--- config.mk ---
export PLATFORM = sky130hd
export DESIGN_NAME = dmx_move_exec
export DESIGN_NICKNAME = d
export VERILOG_FILES = /design/src/rtl/dmx_pkg.sv /design/src/rtl/dmx_move_exec.sv /design/src/rtl/dmx_ptr_unit.sv
export SDC_FILE = /design/constraint.sdc
export NUM_CORES = 2
export LEC_CHECK = 0
export BUFFER_PORTS_ARGS = -buffer_cell sky130_fd_sc_hd__buf_4
export CAP_MARGIN = 20
export CORE_MARGIN = 2
export CORE_UTILIZATION = 45
export CTS_CLUSTER_DIAMETER = 100
export CTS_CLUSTER_SIZE = 25
export DETAILED_ROUTE_END_ITERATION = 16
export HOLD_SLACK_MARGIN = 0.02
export PLACE_DENSITY_LB_ADDON = 0.3
export SETUP_SLACK_MARGIN = 0.5
export SLEW_MARGIN = 10
export SYNTH_ARGS = -nofsm -noshare
export SYNTH_HDL_FRONTEND = slang
export SYNTH_SLANG_ARGS = --single-unit
--- constraint.sdc ---
create_clock -name clock -period 4.51 [get_ports clock]
set_clock_uncertainty 0.2 [all_clocks]
set_input_delay 0.2255 -clock clock [delete_from_list [all_inputs] [get_ports clock]]
set_output_delay 0.2255 -clock clock [all_outputs]
set_load 0.005 [all_outputs]
--- src/rtl/dmx_pkg.sv ---
// ************************************************************
// Data-move execution constants
// ************************************************************
package dmx_pkg;

    // ************************************************************
    // Register bus
    // ************************************************************
    localparam int           DMX_ADDR_W    = 10;
    localparam logic [9:0]   DMX_OFF_INSTR = 10'h000;
    localparam logic [9:0]   DMX_OFF_ACC   = 10'h004;
    localparam logic [9:0]   DMX_OFF_STAT  = 10'h008;
    localparam logic [9:0]   DMX_OFF_BANK  = 10'h00C;
    localparam logic [9:0]   DMX_OFF_PCL   = 10'h010;
    localparam logic [9:0]   DMX_OFF_PTR0  = 10'h014;
    localparam logic [9:0]   DMX_OFF_PTR1  = 10'h018;
    localparam logic [9:0]   DMX_OFF_FILE  = 10'h200;
    localparam int           DMX_STAT_Z    = 0;

    // ************************************************************
    // Reset values
    // ************************************************************
    localparam logic [13:0]  DMX_RST_INSTR = 14'h0000;
    localparam logic [7:0]   DMX_RST_ACC   = 8'h00;
    localparam logic [5:0]   DMX_RST_BANK  = 6'h00;
    localparam logic [6:0]   DMX_RST_PCL   = 7'h00;
    localparam logic [15:0]  DMX_RST_PTR   = 16'h0000;
    localparam logic [7:0]   DMX_RST_FILE  = 8'h00;

    // ************************************************************
    // Opcode masks and patterns
    // ************************************************************
    localparam logic [13:0]  DMX_MSK_FMOVE = 14'h3F00;
    localparam logic [13:0]  DMX_PAT_FMOVE = 14'h0800;
    localparam logic [13:0]  DMX_MSK_STORE = 14'h3F80;
    localparam logic [13:0]  DMX_PAT_STORE = 14'h0080;
    localparam logic [13:0]  DMX_MSK_ALIT  = 14'h3C00;
    localparam logic [13:0]  DMX_PAT_ALIT  = 14'h3400;
    localparam logic [13:0]  DMX_MSK_BLIT  = 14'h3FC0;
    localparam logic [13:0]  DMX_PAT_BLIT  = 14'h0140;
    localparam logic [13:0]  DMX_MSK_PLIT  = 14'h3F80;
    localparam logic [13:0]  DMX_PAT_PLIT  = 14'h3180;
    localparam logic [13:0]  DMX_MSK_ILOAD = 14'h3FF8;
    localparam logic [13:0]  DMX_PAT_ILOAD = 14'h0010;
    localparam logic [13:0]  DMX_MSK_IREL  = 14'h3F80;
    localparam logic [13:0]  DMX_PAT_IREL  = 14'h3F00;

    // ************************************************************
    // Field positions
    // ************************************************************
    localparam int           DMX_DIR_BIT   = 7;
    localparam int           DMX_MSEL_BIT  = 2;
    localparam int           DMX_RSEL_BIT  = 6;
    localparam logic [6:0]   DMX_PORT0     = 7'h00;
    localparam logic [6:0]   DMX_PORT1     = 7'h01;

    // ************************************************************
    // Pointer update modes
    // ************************************************************
    localparam logic [1:0]   DMX_MODE_PREINC  = 2'h0;
    localparam logic [1:0]   DMX_MODE_PREDEC  = 2'h1;
    localparam logic [1:0]   DMX_MODE_POSTINC = 2'h2;
    localparam logic [1:0]   DMX_MODE_POSTDEC = 2'h3;

    typedef enum logic [2:0] {
        DMX_ST_IDLE,
        DMX_ST_EXEC,
        DMX_ST_MEM,
        DMX_ST_CAP,
        DMX_ST_WB,
        DMX_ST_ACK
    } dmx_state_type;

endpackage

--- src/rtl/dmx_move_exec.sv ---
// Operation
// (RL1) A file move reads the 7-bit addressed file register and writes it to the accumulator when d is 0, else back.
// (RL2) A file move updates the zero flag from the moved value for either destination.
// (RL3) An instruction that updates zero sets it for a zero 8-bit result and clears it otherwise.
// (RL4) The indirect load picks a pointer by a one-bit index, loads memory into the accumulator, updates zero.
// (RL5) The indirect data port has no storage and any access goes to the address its pointer holds; bus window accesses to indexes 0 and 1 use file_regs.
// (RL6) The 2-bit mode selects preincrement, predecrement, postincrement or postdecrement for codes 0 to 3.
// (RL7) Pre modes address with the updated pointer, post modes with the old one, and the pointer keeps the update.
// (RL8) The relative form addresses pointer plus a signed offset from -32 to 31 and leaves the pointer alone.
// (RL9) Pointers are 16 bits and wrap modulo the range on increment and decrement.
// (RL10) The bank literal load puts a 6-bit literal into the bank select register without touching flags.
// (RL11) The latch literal load puts a 7-bit literal into the upper program-counter latch without touching flags.
// (RL12) The accumulator literal load puts an 8-bit literal into the accumulator in one cycle without touching flags.
// (RL13) The unused opcode bits of the accumulator literal load are ignored by the decoder.
// (RL14) The accumulator store copies the accumulator into the addressed file register without touching flags.
`timescale 1ns/10ps
module dmx_move_exec (
    // Clock and reset
    input  wire logic                          clock,
    input  wire logic                          rst_b,
    // Avalon-MM slave
    input  wire logic [dmx_pkg::DMX_ADDR_W-1:0] address,
    input  wire logic                          read,
    input  wire logic                          write,
    input  wire logic [3:0]                    byteenable,
    input  wire logic [31:0]                   writedata,
    output logic      [31:0]                   readdata,
    output logic                               waitrequest,
    // Data memory port
    output logic      [15:0]                   mem_addr,
    output logic                               mem_rd,
    output logic                               mem_wr,
    output logic      [7:0]                    mem_wdata,
    input  wire logic [7:0]                    mem_rdata,
    // Core state view
    output logic      [7:0]                    acc,
    output logic                               zero,
    output logic      [5:0]                    bank_select_reg,
    output logic      [6:0]                    pc_upper_latch
);
    import dmx_pkg::*;

    // ************************************************************
    // Helpers
    // ************************************************************
    function automatic logic op_is(input logic [13:0] word, input logic [13:0] msk, input logic [13:0] pat);
        op_is = ((word & msk) == pat);
    endfunction

    function automatic logic is_zero(input logic [7:0] value);
        is_zero = (value == 8'h00);                    // (RL3)
    endfunction

    function automatic logic [15:0] lane16(input logic [15:0] old, input logic [31:0] wd, input logic [3:0] be);
        lane16 = {be[1] ? wd[15:8] : old[15:8], be[0] ? wd[7:0] : old[7:0]};
    endfunction

    function automatic logic is_port(input logic [6:0] faddr);
        is_port = (faddr == DMX_PORT0) || (faddr == DMX_PORT1);
    endfunction

    // ************************************************************
    // State
    // ************************************************************
    dmx_state_type state;
    dmx_state_type next_state;
    logic [13:0]   instr;
    logic [13:0]   next_instr;
    logic [7:0]    next_acc;
    logic          next_zero;
    logic [5:0]    next_bank;
    logic [6:0]    next_pcl;
    logic [15:0]   ptr0;
    logic [15:0]   ptr1;
    logic [15:0]   next_ptr0;
    logic [15:0]   next_ptr1;
    logic [31:0]   next_readdata;
    logic [15:0]   next_mem_addr;
    logic          next_mem_rd;
    logic          next_mem_wr;
    logic [7:0]    next_mem_wdata;
    logic [7:0]    file_regs [0:127];
    logic          file_we;
    logic [6:0]    file_waddr;
    logic [7:0]    file_wdata;

    // ************************************************************
    // Decode
    // ************************************************************
    logic          op_fmove;
    logic          op_store;
    logic          op_alit;
    logic          op_blit;
    logic          op_plit;
    logic          op_iload;
    logic          op_irel;
    logic [6:0]    fsel;
    logic          fdir;
    logic          psel;
    logic [15:0]   psel_value;
    logic [15:0]   port_ptr;
    logic [15:0]   unit_addr;
    logic [15:0]   unit_next;
    logic [6:0]    bus_index;

    // Opcode classes; alit ignores its two unused bits
    assign op_fmove = op_is(instr, DMX_MSK_FMOVE, DMX_PAT_FMOVE);
    assign op_store = op_is(instr, DMX_MSK_STORE, DMX_PAT_STORE);
    assign op_alit  = op_is(instr, DMX_MSK_ALIT, DMX_PAT_ALIT);  // (RL13)
    assign op_blit  = op_is(instr, DMX_MSK_BLIT, DMX_PAT_BLIT);
    assign op_plit  = op_is(instr, DMX_MSK_PLIT, DMX_PAT_PLIT);
    assign op_iload = op_is(instr, DMX_MSK_ILOAD, DMX_PAT_ILOAD);
    assign op_irel  = op_is(instr, DMX_MSK_IREL, DMX_PAT_IREL);

    // Operand fields and pointer selection
    assign fsel       = instr[6:0];
    assign fdir       = instr[DMX_DIR_BIT];
    assign psel       = op_irel ? instr[DMX_RSEL_BIT] : instr[DMX_MSEL_BIT]; // (RL4)
    assign psel_value = psel ? ptr1 : ptr0;
    assign port_ptr   = (fsel == DMX_PORT1) ? ptr1 : ptr0;            // (RL5)
    assign bus_index  = address[8:2];

    // Effective address and pointer update
    dmx_ptr_unit dmx_ptr_unit_i (
        .pointer             (psel_value),
        .pointer_update_mode (instr[1:0]),
        .relative            (op_irel),
        .offset              (instr[5:0]),
        .eff_addr            (unit_addr),
        .next_pointer        (unit_next)
    );

    // Hold the master until the answer is ready
    assign waitrequest = (read || write) && (state != DMX_ST_ACK);

    // ************************************************************
    // Next-state logic
    // ************************************************************
    always_comb begin
        next_state     = state;
        next_instr     = instr;
        next_acc       = acc;
        next_zero      = zero;
        next_bank      = bank_select_reg;
        next_pcl       = pc_upper_latch;
        next_ptr0      = ptr0;
        next_ptr1      = ptr1;
        next_readdata  = readdata;
        next_mem_addr  = mem_addr;
        next_mem_rd    = 1'b0;
        next_mem_wr    = 1'b0;
        next_mem_wdata = mem_wdata;
        file_we        = 1'b0;
        file_waddr     = fsel;
        file_wdata     = acc;
        case (state)
            DMX_ST_IDLE: begin
                if (read) begin
                    next_readdata = 32'h0000_0000;
                    if (address >= DMX_OFF_FILE) begin
                        next_readdata[7:0] = file_regs[bus_index];
                    end else begin
                        case (address)
                            DMX_OFF_INSTR: next_readdata[13:0] = instr;
                            DMX_OFF_ACC:   next_readdata[7:0]  = acc;
                            DMX_OFF_STAT:  next_readdata[DMX_STAT_Z] = zero;
                            DMX_OFF_BANK:  next_readdata[5:0]  = bank_select_reg;
                            DMX_OFF_PCL:   next_readdata[6:0]  = pc_upper_latch;
                            DMX_OFF_PTR0:  next_readdata[15:0] = ptr0;
                            DMX_OFF_PTR1:  next_readdata[15:0] = ptr1;
                            default:       next_readdata = 32'h0000_0000;
                        endcase
                    end
                    next_state = DMX_ST_ACK;
                end else if (write) begin
                    next_state = DMX_ST_ACK;
                    if (address >= DMX_OFF_FILE) begin
                        file_we    = byteenable[0];
                        file_waddr = bus_index;
                        file_wdata = writedata[7:0];
                    end else begin
                        case (address)
                            DMX_OFF_INSTR: begin
                                next_instr = writedata[13:0];
                                next_state = DMX_ST_EXEC;
                            end
                            DMX_OFF_ACC:  if (byteenable[0]) next_acc = writedata[7:0];
                            DMX_OFF_BANK: if (byteenable[0]) next_bank = writedata[5:0];
                            DMX_OFF_PCL:  if (byteenable[0]) next_pcl = writedata[6:0];
                            DMX_OFF_PTR0: next_ptr0 = lane16(ptr0, writedata, byteenable);
                            DMX_OFF_PTR1: next_ptr1 = lane16(ptr1, writedata, byteenable);
                            default:      next_state = DMX_ST_ACK;
                        endcase
                    end
                end
            end
            DMX_ST_EXEC: begin
                next_state = DMX_ST_ACK;
                if (op_fmove) begin
                    if (is_port(fsel)) begin
                        next_mem_addr = port_ptr;                         // (RL5)
                        next_mem_rd   = 1'b1;
                        next_state    = DMX_ST_MEM;
                    end else begin
                        next_zero = is_zero(file_regs[fsel]);             // (RL2)
                        if (fdir) begin
                            file_we    = 1'b1;                            // (RL1)
                            file_wdata = file_regs[fsel];
                        end else begin
                            next_acc = file_regs[fsel];                   // (RL1)
                        end
                    end
                end else if (op_store) begin
                    if (is_port(fsel)) begin
                        next_mem_addr  = port_ptr;                        // (RL5)
                        next_mem_wdata = acc;
                        next_mem_wr    = 1'b1;
                        next_state     = DMX_ST_WB;
                    end else begin
                        file_we    = 1'b1;                                // (RL14)
                        file_wdata = acc;
                    end
                end else if (op_iload || op_irel) begin
                    next_mem_addr = unit_addr;                            // (RL7)
                    next_mem_rd   = 1'b1;
                    next_state    = DMX_ST_MEM;
                    if (psel) begin
                        next_ptr1 = unit_next;                            // (RL7)
                    end else begin
                        next_ptr0 = unit_next;                            // (RL7)
                    end
                end else if (op_alit) begin
                    next_acc = instr[7:0];                                // (RL12)
                end else if (op_blit) begin
                    next_bank = instr[5:0];                               // (RL10)
                end else if (op_plit) begin
                    next_pcl = instr[6:0];                                // (RL11)
                end
            end
            DMX_ST_MEM: begin
                next_state = DMX_ST_CAP;
            end
            DMX_ST_CAP: begin
                next_zero  = is_zero(mem_rdata);                          // (RL2)
                next_state = DMX_ST_ACK;
                if (op_fmove && fdir) begin
                    next_mem_wdata = mem_rdata;                           // (RL1)
                    next_mem_wr    = 1'b1;
                    next_state     = DMX_ST_WB;
                end else begin
                    next_acc = mem_rdata;                                 // (RL4)
                end
            end
            DMX_ST_WB: begin
                next_state = DMX_ST_ACK;
            end
            DMX_ST_ACK: begin
                next_state = DMX_ST_IDLE;
            end
            default: begin
                next_state = DMX_ST_IDLE;
            end
        endcase
    end

    // ************************************************************
    // Registers
    // ************************************************************
    always_ff @(posedge clock or negedge rst_b) begin
        if (!rst_b) begin
            state           <= DMX_ST_IDLE;
            instr           <= DMX_RST_INSTR;
            acc             <= DMX_RST_ACC;
            zero            <= 1'b0;
            bank_select_reg <= DMX_RST_BANK;
            pc_upper_latch  <= DMX_RST_PCL;
            ptr0            <= DMX_RST_PTR;
            ptr1            <= DMX_RST_PTR;
            readdata        <= 32'h0000_0000;
            mem_addr        <= DMX_RST_PTR;
            mem_rd          <= 1'b0;
            mem_wr          <= 1'b0;
            mem_wdata       <= DMX_RST_ACC;
        end else begin
            state           <= next_state;
            instr           <= next_instr;
            acc             <= next_acc;
            zero            <= next_zero;
            bank_select_reg <= next_bank;
            pc_upper_latch  <= next_pcl;
            ptr0            <= next_ptr0;
            ptr1            <= next_ptr1;
            readdata        <= next_readdata;
            mem_addr        <= next_mem_addr;
            mem_rd          <= next_mem_rd;
            mem_wr          <= next_mem_wr;
            mem_wdata       <= next_mem_wdata;
        end
    end

    // File register array
    always_ff @(posedge clock or negedge rst_b) begin
        if (!rst_b) begin
            for (int i = 0; i < 128; i++) begin
                file_regs[i] <= DMX_RST_FILE;
            end
        end else if (file_we) begin
            file_regs[file_waddr] <= file_wdata;
        end
    end
endmodule

--- src/rtl/dmx_ptr_unit.sv ---
`timescale 1ns/10ps
module dmx_ptr_unit (
    // Pointer and instruction fields
    input  wire logic [15:0] pointer,
    input  wire logic [1:0]  pointer_update_mode,
    input  wire logic        relative,
    input  wire logic [5:0]  offset,
    // Results
    output logic      [15:0] eff_addr,
    output logic      [15:0] next_pointer
);
    import dmx_pkg::*;

    logic [15:0] plus_one;
    logic [15:0] minus_one;
    logic [15:0] rel_addr;

    // Sixteen-bit sums wrap modulo the range by width
    assign plus_one  = pointer + 16'h0001;             // (RL9)
    assign minus_one = pointer - 16'h0001;             // (RL9)
    assign rel_addr  = pointer + {{10{offset[5]}}, offset}; // (RL8)

    // Address and pointer choice per mode
    always_comb begin
        eff_addr     = pointer;
        next_pointer = pointer;
        if (relative) begin
            eff_addr     = rel_addr;                   // (RL8)
            next_pointer = pointer;
        end else begin
            case (pointer_update_mode)                 // (RL6)
                DMX_MODE_PREINC: begin
                    eff_addr     = plus_one;           // (RL7)
                    next_pointer = plus_one;
                end
                DMX_MODE_PREDEC: begin
                    eff_addr     = minus_one;          // (RL7)
                    next_pointer = minus_one;
                end
                DMX_MODE_POSTINC: begin
                    eff_addr     = pointer;            // (RL7)
                    next_pointer = plus_one;
                end
                DMX_MODE_POSTDEC: begin
                    eff_addr     = pointer;            // (RL7)
                    next_pointer = minus_one;
                end
                default: begin
                    eff_addr     = pointer;
                    next_pointer = pointer;
                end
            endcase
        end
    end
endmodule
# After elaboration in Yosys (flattened, before gate mapping)
# Cells that the tools add are included.
# Widths: inputs -> output; s select.
# totals
regBits	1153
out_inout_bits	81
word_cells	372
# classes
addsub	3
n_lt_le_gt_ge	5
n_eq_ne	54
n_mux	131
bitwise_logic	5
n_reduce_logical	31
# ops
op	count
$bwmux 1024	1
$mux 16	24
$mux 8	30
$bmux 8 s7	2
$mux 7	15
$pmux 16 s2	3
$mux 6	10
$demux 8 s7	1
$pmux 16 s3	1
$ne 2x2->1 const B	21
$reduce_and 10->1	4
$pmux 8 s2	2
$eq 10x5->1 const B	3
$pmux 5 s6	1
$ge 8x8->1 const B	3
$mux 3	8
$not 7->8	3
$pmux 8 s3	1
$reduce_and 12->1	2
$mux 1	21
$ne 3x3->1 const B	7
$eq 10x4->1 const B	2
$pmux 6 s3	1
$add 16x1->16 const B	1
other kinds (40)	62

# Depth between registers and ports, before layout
# logic_depth
ltp_word	11
ltp_mapped	20
ltp_nobuf	17

# Cells and area by module
# From an unflattened synthesis, not the netlist that was laid out.
# unflattened
hier_cells	5591
area_unflattened_um2	61712.9
# by_module_without_submodules
mod	n_inst	cells_each	area_each_um2	seq_area_each_um2
dmx_move_exec	1	5335	59952.5	28452.3
dmx_ptr_unit	1	256	1760.4	0.0

# Least setup slack after synthesis
# OpenSTA, ideal clock, no wires.
# synth_path
path_type	reg-to-reg
start	register instr[2]
end	register mem_addr[15]
setup_ns	0.144
t_arrival_ns	3.859
path_slack_ns	0.306
path_stages_with_launch	19
n_path_buf	4
period_less_slack_ns	4.204
cell_sequence	dfrtp_1 > buf_4 > buf_4 > buf_2 > o21ai_1 > clkbuf_1 > nand3_1 > and2_1 > inv_1 > ha_1 > a211oi_1 > nor2_1 > a41o_1 > o41ai_1 > o21a_1 > o21ai_0 > a2111oi_0 > a41o_1 > a211oi_1
# synth_via
elab_chain_cells	8
elab_cells_between_ends	15
cone_classes	add/sub (3); eq/ne (1); mux (9); reduce/logical (2)
# synth_rtl
element	line	source
from (decl)	dmx_move_exec.sv:67	logic [13:0] instr;
from (signal assigned)	dmx_move_exec.sv:286	instr <= next_instr;
$mux 1	dmx_move_exec.sv:118	assign psel = op_irel ? instr[DMX_RSEL_BIT] : instr[DMX_MSEL_BIT];
$mux 16	dmx_move_exec.sv:119	assign psel_value = psel ? ptr1 : ptr0;
$sub 16x1->16 or $add 16x1->16 (tied branches)	dmx_ptr_unit.sv:20, dmx_ptr_unit.sv:19	
$pmux 16 s3	dmx_ptr_unit.sv:31	case (pointer_update_mode)
$mux 16	dmx_ptr_unit.sv:27	if (relative) begin
$mux 16	dmx_move_exec.sv:223	end else if (op_iload || op_irel) begin
$mux 16	dmx_move_exec.sv:213	end else if (op_store) begin
$mux 16 *	dmx_move_exec.sv:199	if (op_fmove) begin
to (signal assigned)	dmx_move_exec.sv:294	mem_addr <= next_mem_addr;
to (decl)	dmx_move_exec.sv:30	output logic [15:0] mem_addr,
# Every way passes the cells marked *; elsewhere a longest branch is shown, timed or not. The select of a mux whose other input is x is not followed.
# A chain may end at the register's enable or synchronous reset.

# Worst setup path in the final report
# layout_path
start	register instr[0]
end	register file_regs[126] (netlist name)
# layout_via
elab_chain_cells	10
elab_cells_between_ends	27
cone_classes	order compare (2); eq/ne (1); mux (19); bitwise (2); reduce/logical (3)
# layout_rtl
element	line	source
$mux 7	dmx_move_exec.sv:177	if (address >= DMX_OFF_FILE) begin
$mux 7	dmx_move_exec.sv:175	end else if (write) begin
$mux 7	dmx_move_exec.sv:158	if (read) begin
$mux 7	dmx_move_exec.sv:156	case (state)
$not 7->8 (not written as such)	dmx_move_exec.sv:308	file_regs[file_waddr] <= file_wdata;
$ge 8x8->1 (not written as such) or $lt 8x1->1 (tied branches)	dmx_move_exec.sv:308	
$logic_and 1x1->1 (not written as such)	dmx_move_exec.sv:308	
$mux 8 (not written as such)	dmx_move_exec.sv:308	
$demux 8 s7	dmx_move_exec.sv:308	
$bwmux 1024	dmx_move_exec.sv:308	
to (signal, indexed assignment)	dmx_move_exec.sv:308	
to (decl)	dmx_move_exec.sv:82	logic [7:0] file_regs [0:127];
# Several ways; a longest one is shown, not always the timed one. The select of a mux whose other input is x is not followed.

==> impl_metrics.tcl <==
set metrics [dict create \
    finalPower_w 0.0241 \
    yosys_warnings 0 \
    postSynthAreaPerCell_um2 10.8 \
    nets 5859 \
    endpoint_kind "flop" \
    worstPathRequired_ns 4.96 \
    startpoint_type "flop" \
    p_leak_nw 29.8 \
    r2r-end "file_regs[126]" \
    r2r_cells 14 \
    regMostFlops "file_regs" \
    largest_reg_flops 1024 \
    routed_wl_um 221000 \
    grt_usage_pct 31.2 \
    synth_area_leaders "dfrtp_1, mux4_2, a21oi_1, o21ai_0, nand2_1" \
    critPathMaxFanout 18 \
    synth.yosys.seq_area_share_pct 46.3 \
    dieArea_um2 140000 \
    fin_crit_sh_pct 89.6 \
    ys_types 76 \
    drt_iter0_drc 6049 \
    maxCapViolCount 0 \
    syn_area_um2 61500 \
    cp-startpoint "instr[0]" \
    grt_pass1_vias 47100 \
    synth_edf_count 0 \
    maxSlewHeadroom_pct 17.8 \
    status "finished clean" \
    core_um2 136000 \
    viasPerCell 6.46 \
    grt_pass1_wl_um 323000 \
    grt_max_degree 138 \
    cts_root_buf "clkbuf_16" \
    synth_top_area_share_pct 46.3 \
    final_antenna_net_count 0 \
    hp-class "in2async" \
    drtPass1Iterations 7 \
    nFillCells 12000 \
    floorplan.initialDensity_pct 45.3 \
    layout_commonest_cell "dfrtp_1" \
    maxSlewViolCount 0 \
    async_flop_share_pct 100 \
    timing.fmax_mhz 247 \
    path_class "reg2reg" \
    r2r_slack_ns 0.47 \
    antenna_found_initial 17 \
    critical_path_arrival_ns 4.49 \
    rsz0062_at_grt "true" \
    fin_crit_ns 4.04 \
    yosys.area.top_type "dfrtp_1" \
    port_buffers 104 \
    grt-ovfl-total 0 \
    rows 135 \
    fp.dieW_um 374 \
    cts_buffers 54 \
    clk_pin_slew_worst_paths_ns 0.10 \
    cts_tree "done" \
    tightest_slew_ns 1.22 \
    ioPinCount 139 \
    gp_congestion 1.01 \
    tns_ns 0 \
    cts_buffer_depth 3 \
    worst_slack_ns 0.468 \
    synth_ff_type "dfrtp_1" \
    drc 0 \
    dpl.hpwl_um 153000 \
    final_cell_mix "dfrtp_1, nand2_1, nor2_1" \
    via_count 49000 \
    htreeDepth 2 \
    timing.rr.start "instr[0]" \
    final_hold_viol_count 0 \
    die_h_um 374 \
    finalSetupViolCount 0 \
    p_per_area_nw_per_um2 348 \
    area.growth.synth_to_final_pct 12.7 \
    ys_ff_latch 1137 \
    place_ws_ns 0.199 \
    layout-drive-gt1-share_pct 23.9 \
    cts.sinks 1137 \
    vdd_drop_max_mv 0.333 \
    syn_inst 5681 \
    wl_per_cell_um 29.1 \
    clkLatencyLatePin_ns 0.73 \
]
## through the flow
step | hold WS, ns | utilization (%) | cell area [um2] | std cells
floorplan | -0.270 | - | 61600 | 5696
global placement | 0.00758 | 48.9 | 66300 | 7416
detailed placement | 0.00591 | 48.9 | 66400 | 7420
CTS | 0.0235 | 50.6 | 68600 | 7535
global route | 0.0601 | 51.1 | 69300 | 7576
finish | 0.0478 | 51.1 | 69300 | 7579
## final cells by class
cell class / count / area, um2 / area share (%)
repair buffers: 578 / 5860 / 8.45
well taps: 1781 / 2230 / 3.22
multi-input cells: 3988 / 31100 / 44.9
clock buffers: 58 / 1430 / 2.06
inverters: 24 / 90.1 / 0.130
clock inverters: 10 / 105 / 0.152
flip-flops and latches: 1137 / 28500 / 41.1
diodes: 3 / 7.51 / 0.0108
## worst max-delay path: stages (launching register included)
cell	delay, ns
dfrtp_4	0.54
buf_12	0.18
buf_16	0.18
buf_4	0.15
mux4_2	0.33
mux2i_1	0.12
o211ai_1	0.59
nand4_1	0.29
nor4_4	0.39
buf_4	0.21
a21oi_4	0.05
buf_12	0.14
buf_4	0.15
buf_6	0.19
o21ai_0	0.20
## Yosys cell counts (20+ instances only)
| library cell | n |
|---|---|
| dfrtp_1 | 1137 |
| nand3_1 | 114 |
| mux2_2 | 64 |
| inv_1 | 21 |
| a221oi_1 | 33 |
| buf_1 | 61 |
| o22ai_1 | 33 |
| nor3_1 | 65 |
| a31oi_1 | 22 |
| buf_2 | 90 |
| clkbuf_1 | 331 |
| a22o_1 | 21 |
| a21oi_1 | 587 |
| xnor2_1 | 23 |
| nand2_1 | 699 |
| buf_4 | 48 |
| and2_1 | 60 |
| mux4_2 | 580 |
| nor3_2 | 20 |
| nor2_1 | 639 |
| o21ai_0 | 577 |
| mux2i_1 | 73 |
| nand4_1 | 24 |
| a22oi_1 | 43 |
| o21ai_1 | 64 |
## worst max path at each step
| stage | to | slack, ns |
|---|---|---|
| CTS | mem_addr[15] | 0.47 |
| floorplan | mem_addr[15] | 0.51 |
| global placement | file_regs[206] | 0.29 |
| finish | file_regs[126] | 0.47 |
| detailed placement | file_regs[126] | 0.20 |
| global route | mem_addr[15] | 0.33 |
## cells by family (layout without fill, tap and decap cells)
family / count (synthesis) / count (layout) / synth area share [%]
adders and majority gates: 18 / 18 / 0.378
muxes: 717 / 717 / 23.6
other: 1 / 19 / 0.00610
and+or+nand+nor: 1714 / 1714 / 11.8
xor gates and xnor gates: 31 / 31 / 0.441
DFF: 1137 / 1137 / 46.3
buffers and inverters: 571 / 670 / 4.17
AOI/OAI and AO/OA: 1492 / 1492 / 13.4
## repair_timing
action                                  CTS  global route
resized for setup                        22           110
hold endpoints to repair                959             0
hold buffers                             33             0
cloned                                    3             5
endpoints found under the setup margin  695           938
buffers inserted                         11            26
pin swaps                                 5            19
## metal layers
| metal | global-route usage (%) | up-vias | wire (um) |
|---|---|---|---|
| li1 | - | 20900 | - |
| met5 | 0 | - | 124 |
| met4 | 15.7 | 18 | 13400 |
| met3 | 7.42 | 590 | 23000 |
| met1 | 41.9 | 24800 | 84400 |
| met2 | 47.6 | 2616 | 99800 |
## report_power, final
part	switching, W	total, W	leakage [nW]	internal [W]
clock	0.00355	0.00586	0.757	0.00231
combinational	0.00441	0.00699	13.6	0.00258
sequential	0.000646	0.0113	15.5	0.0106
No activity file was read; power rests on OpenSTA's default activity.
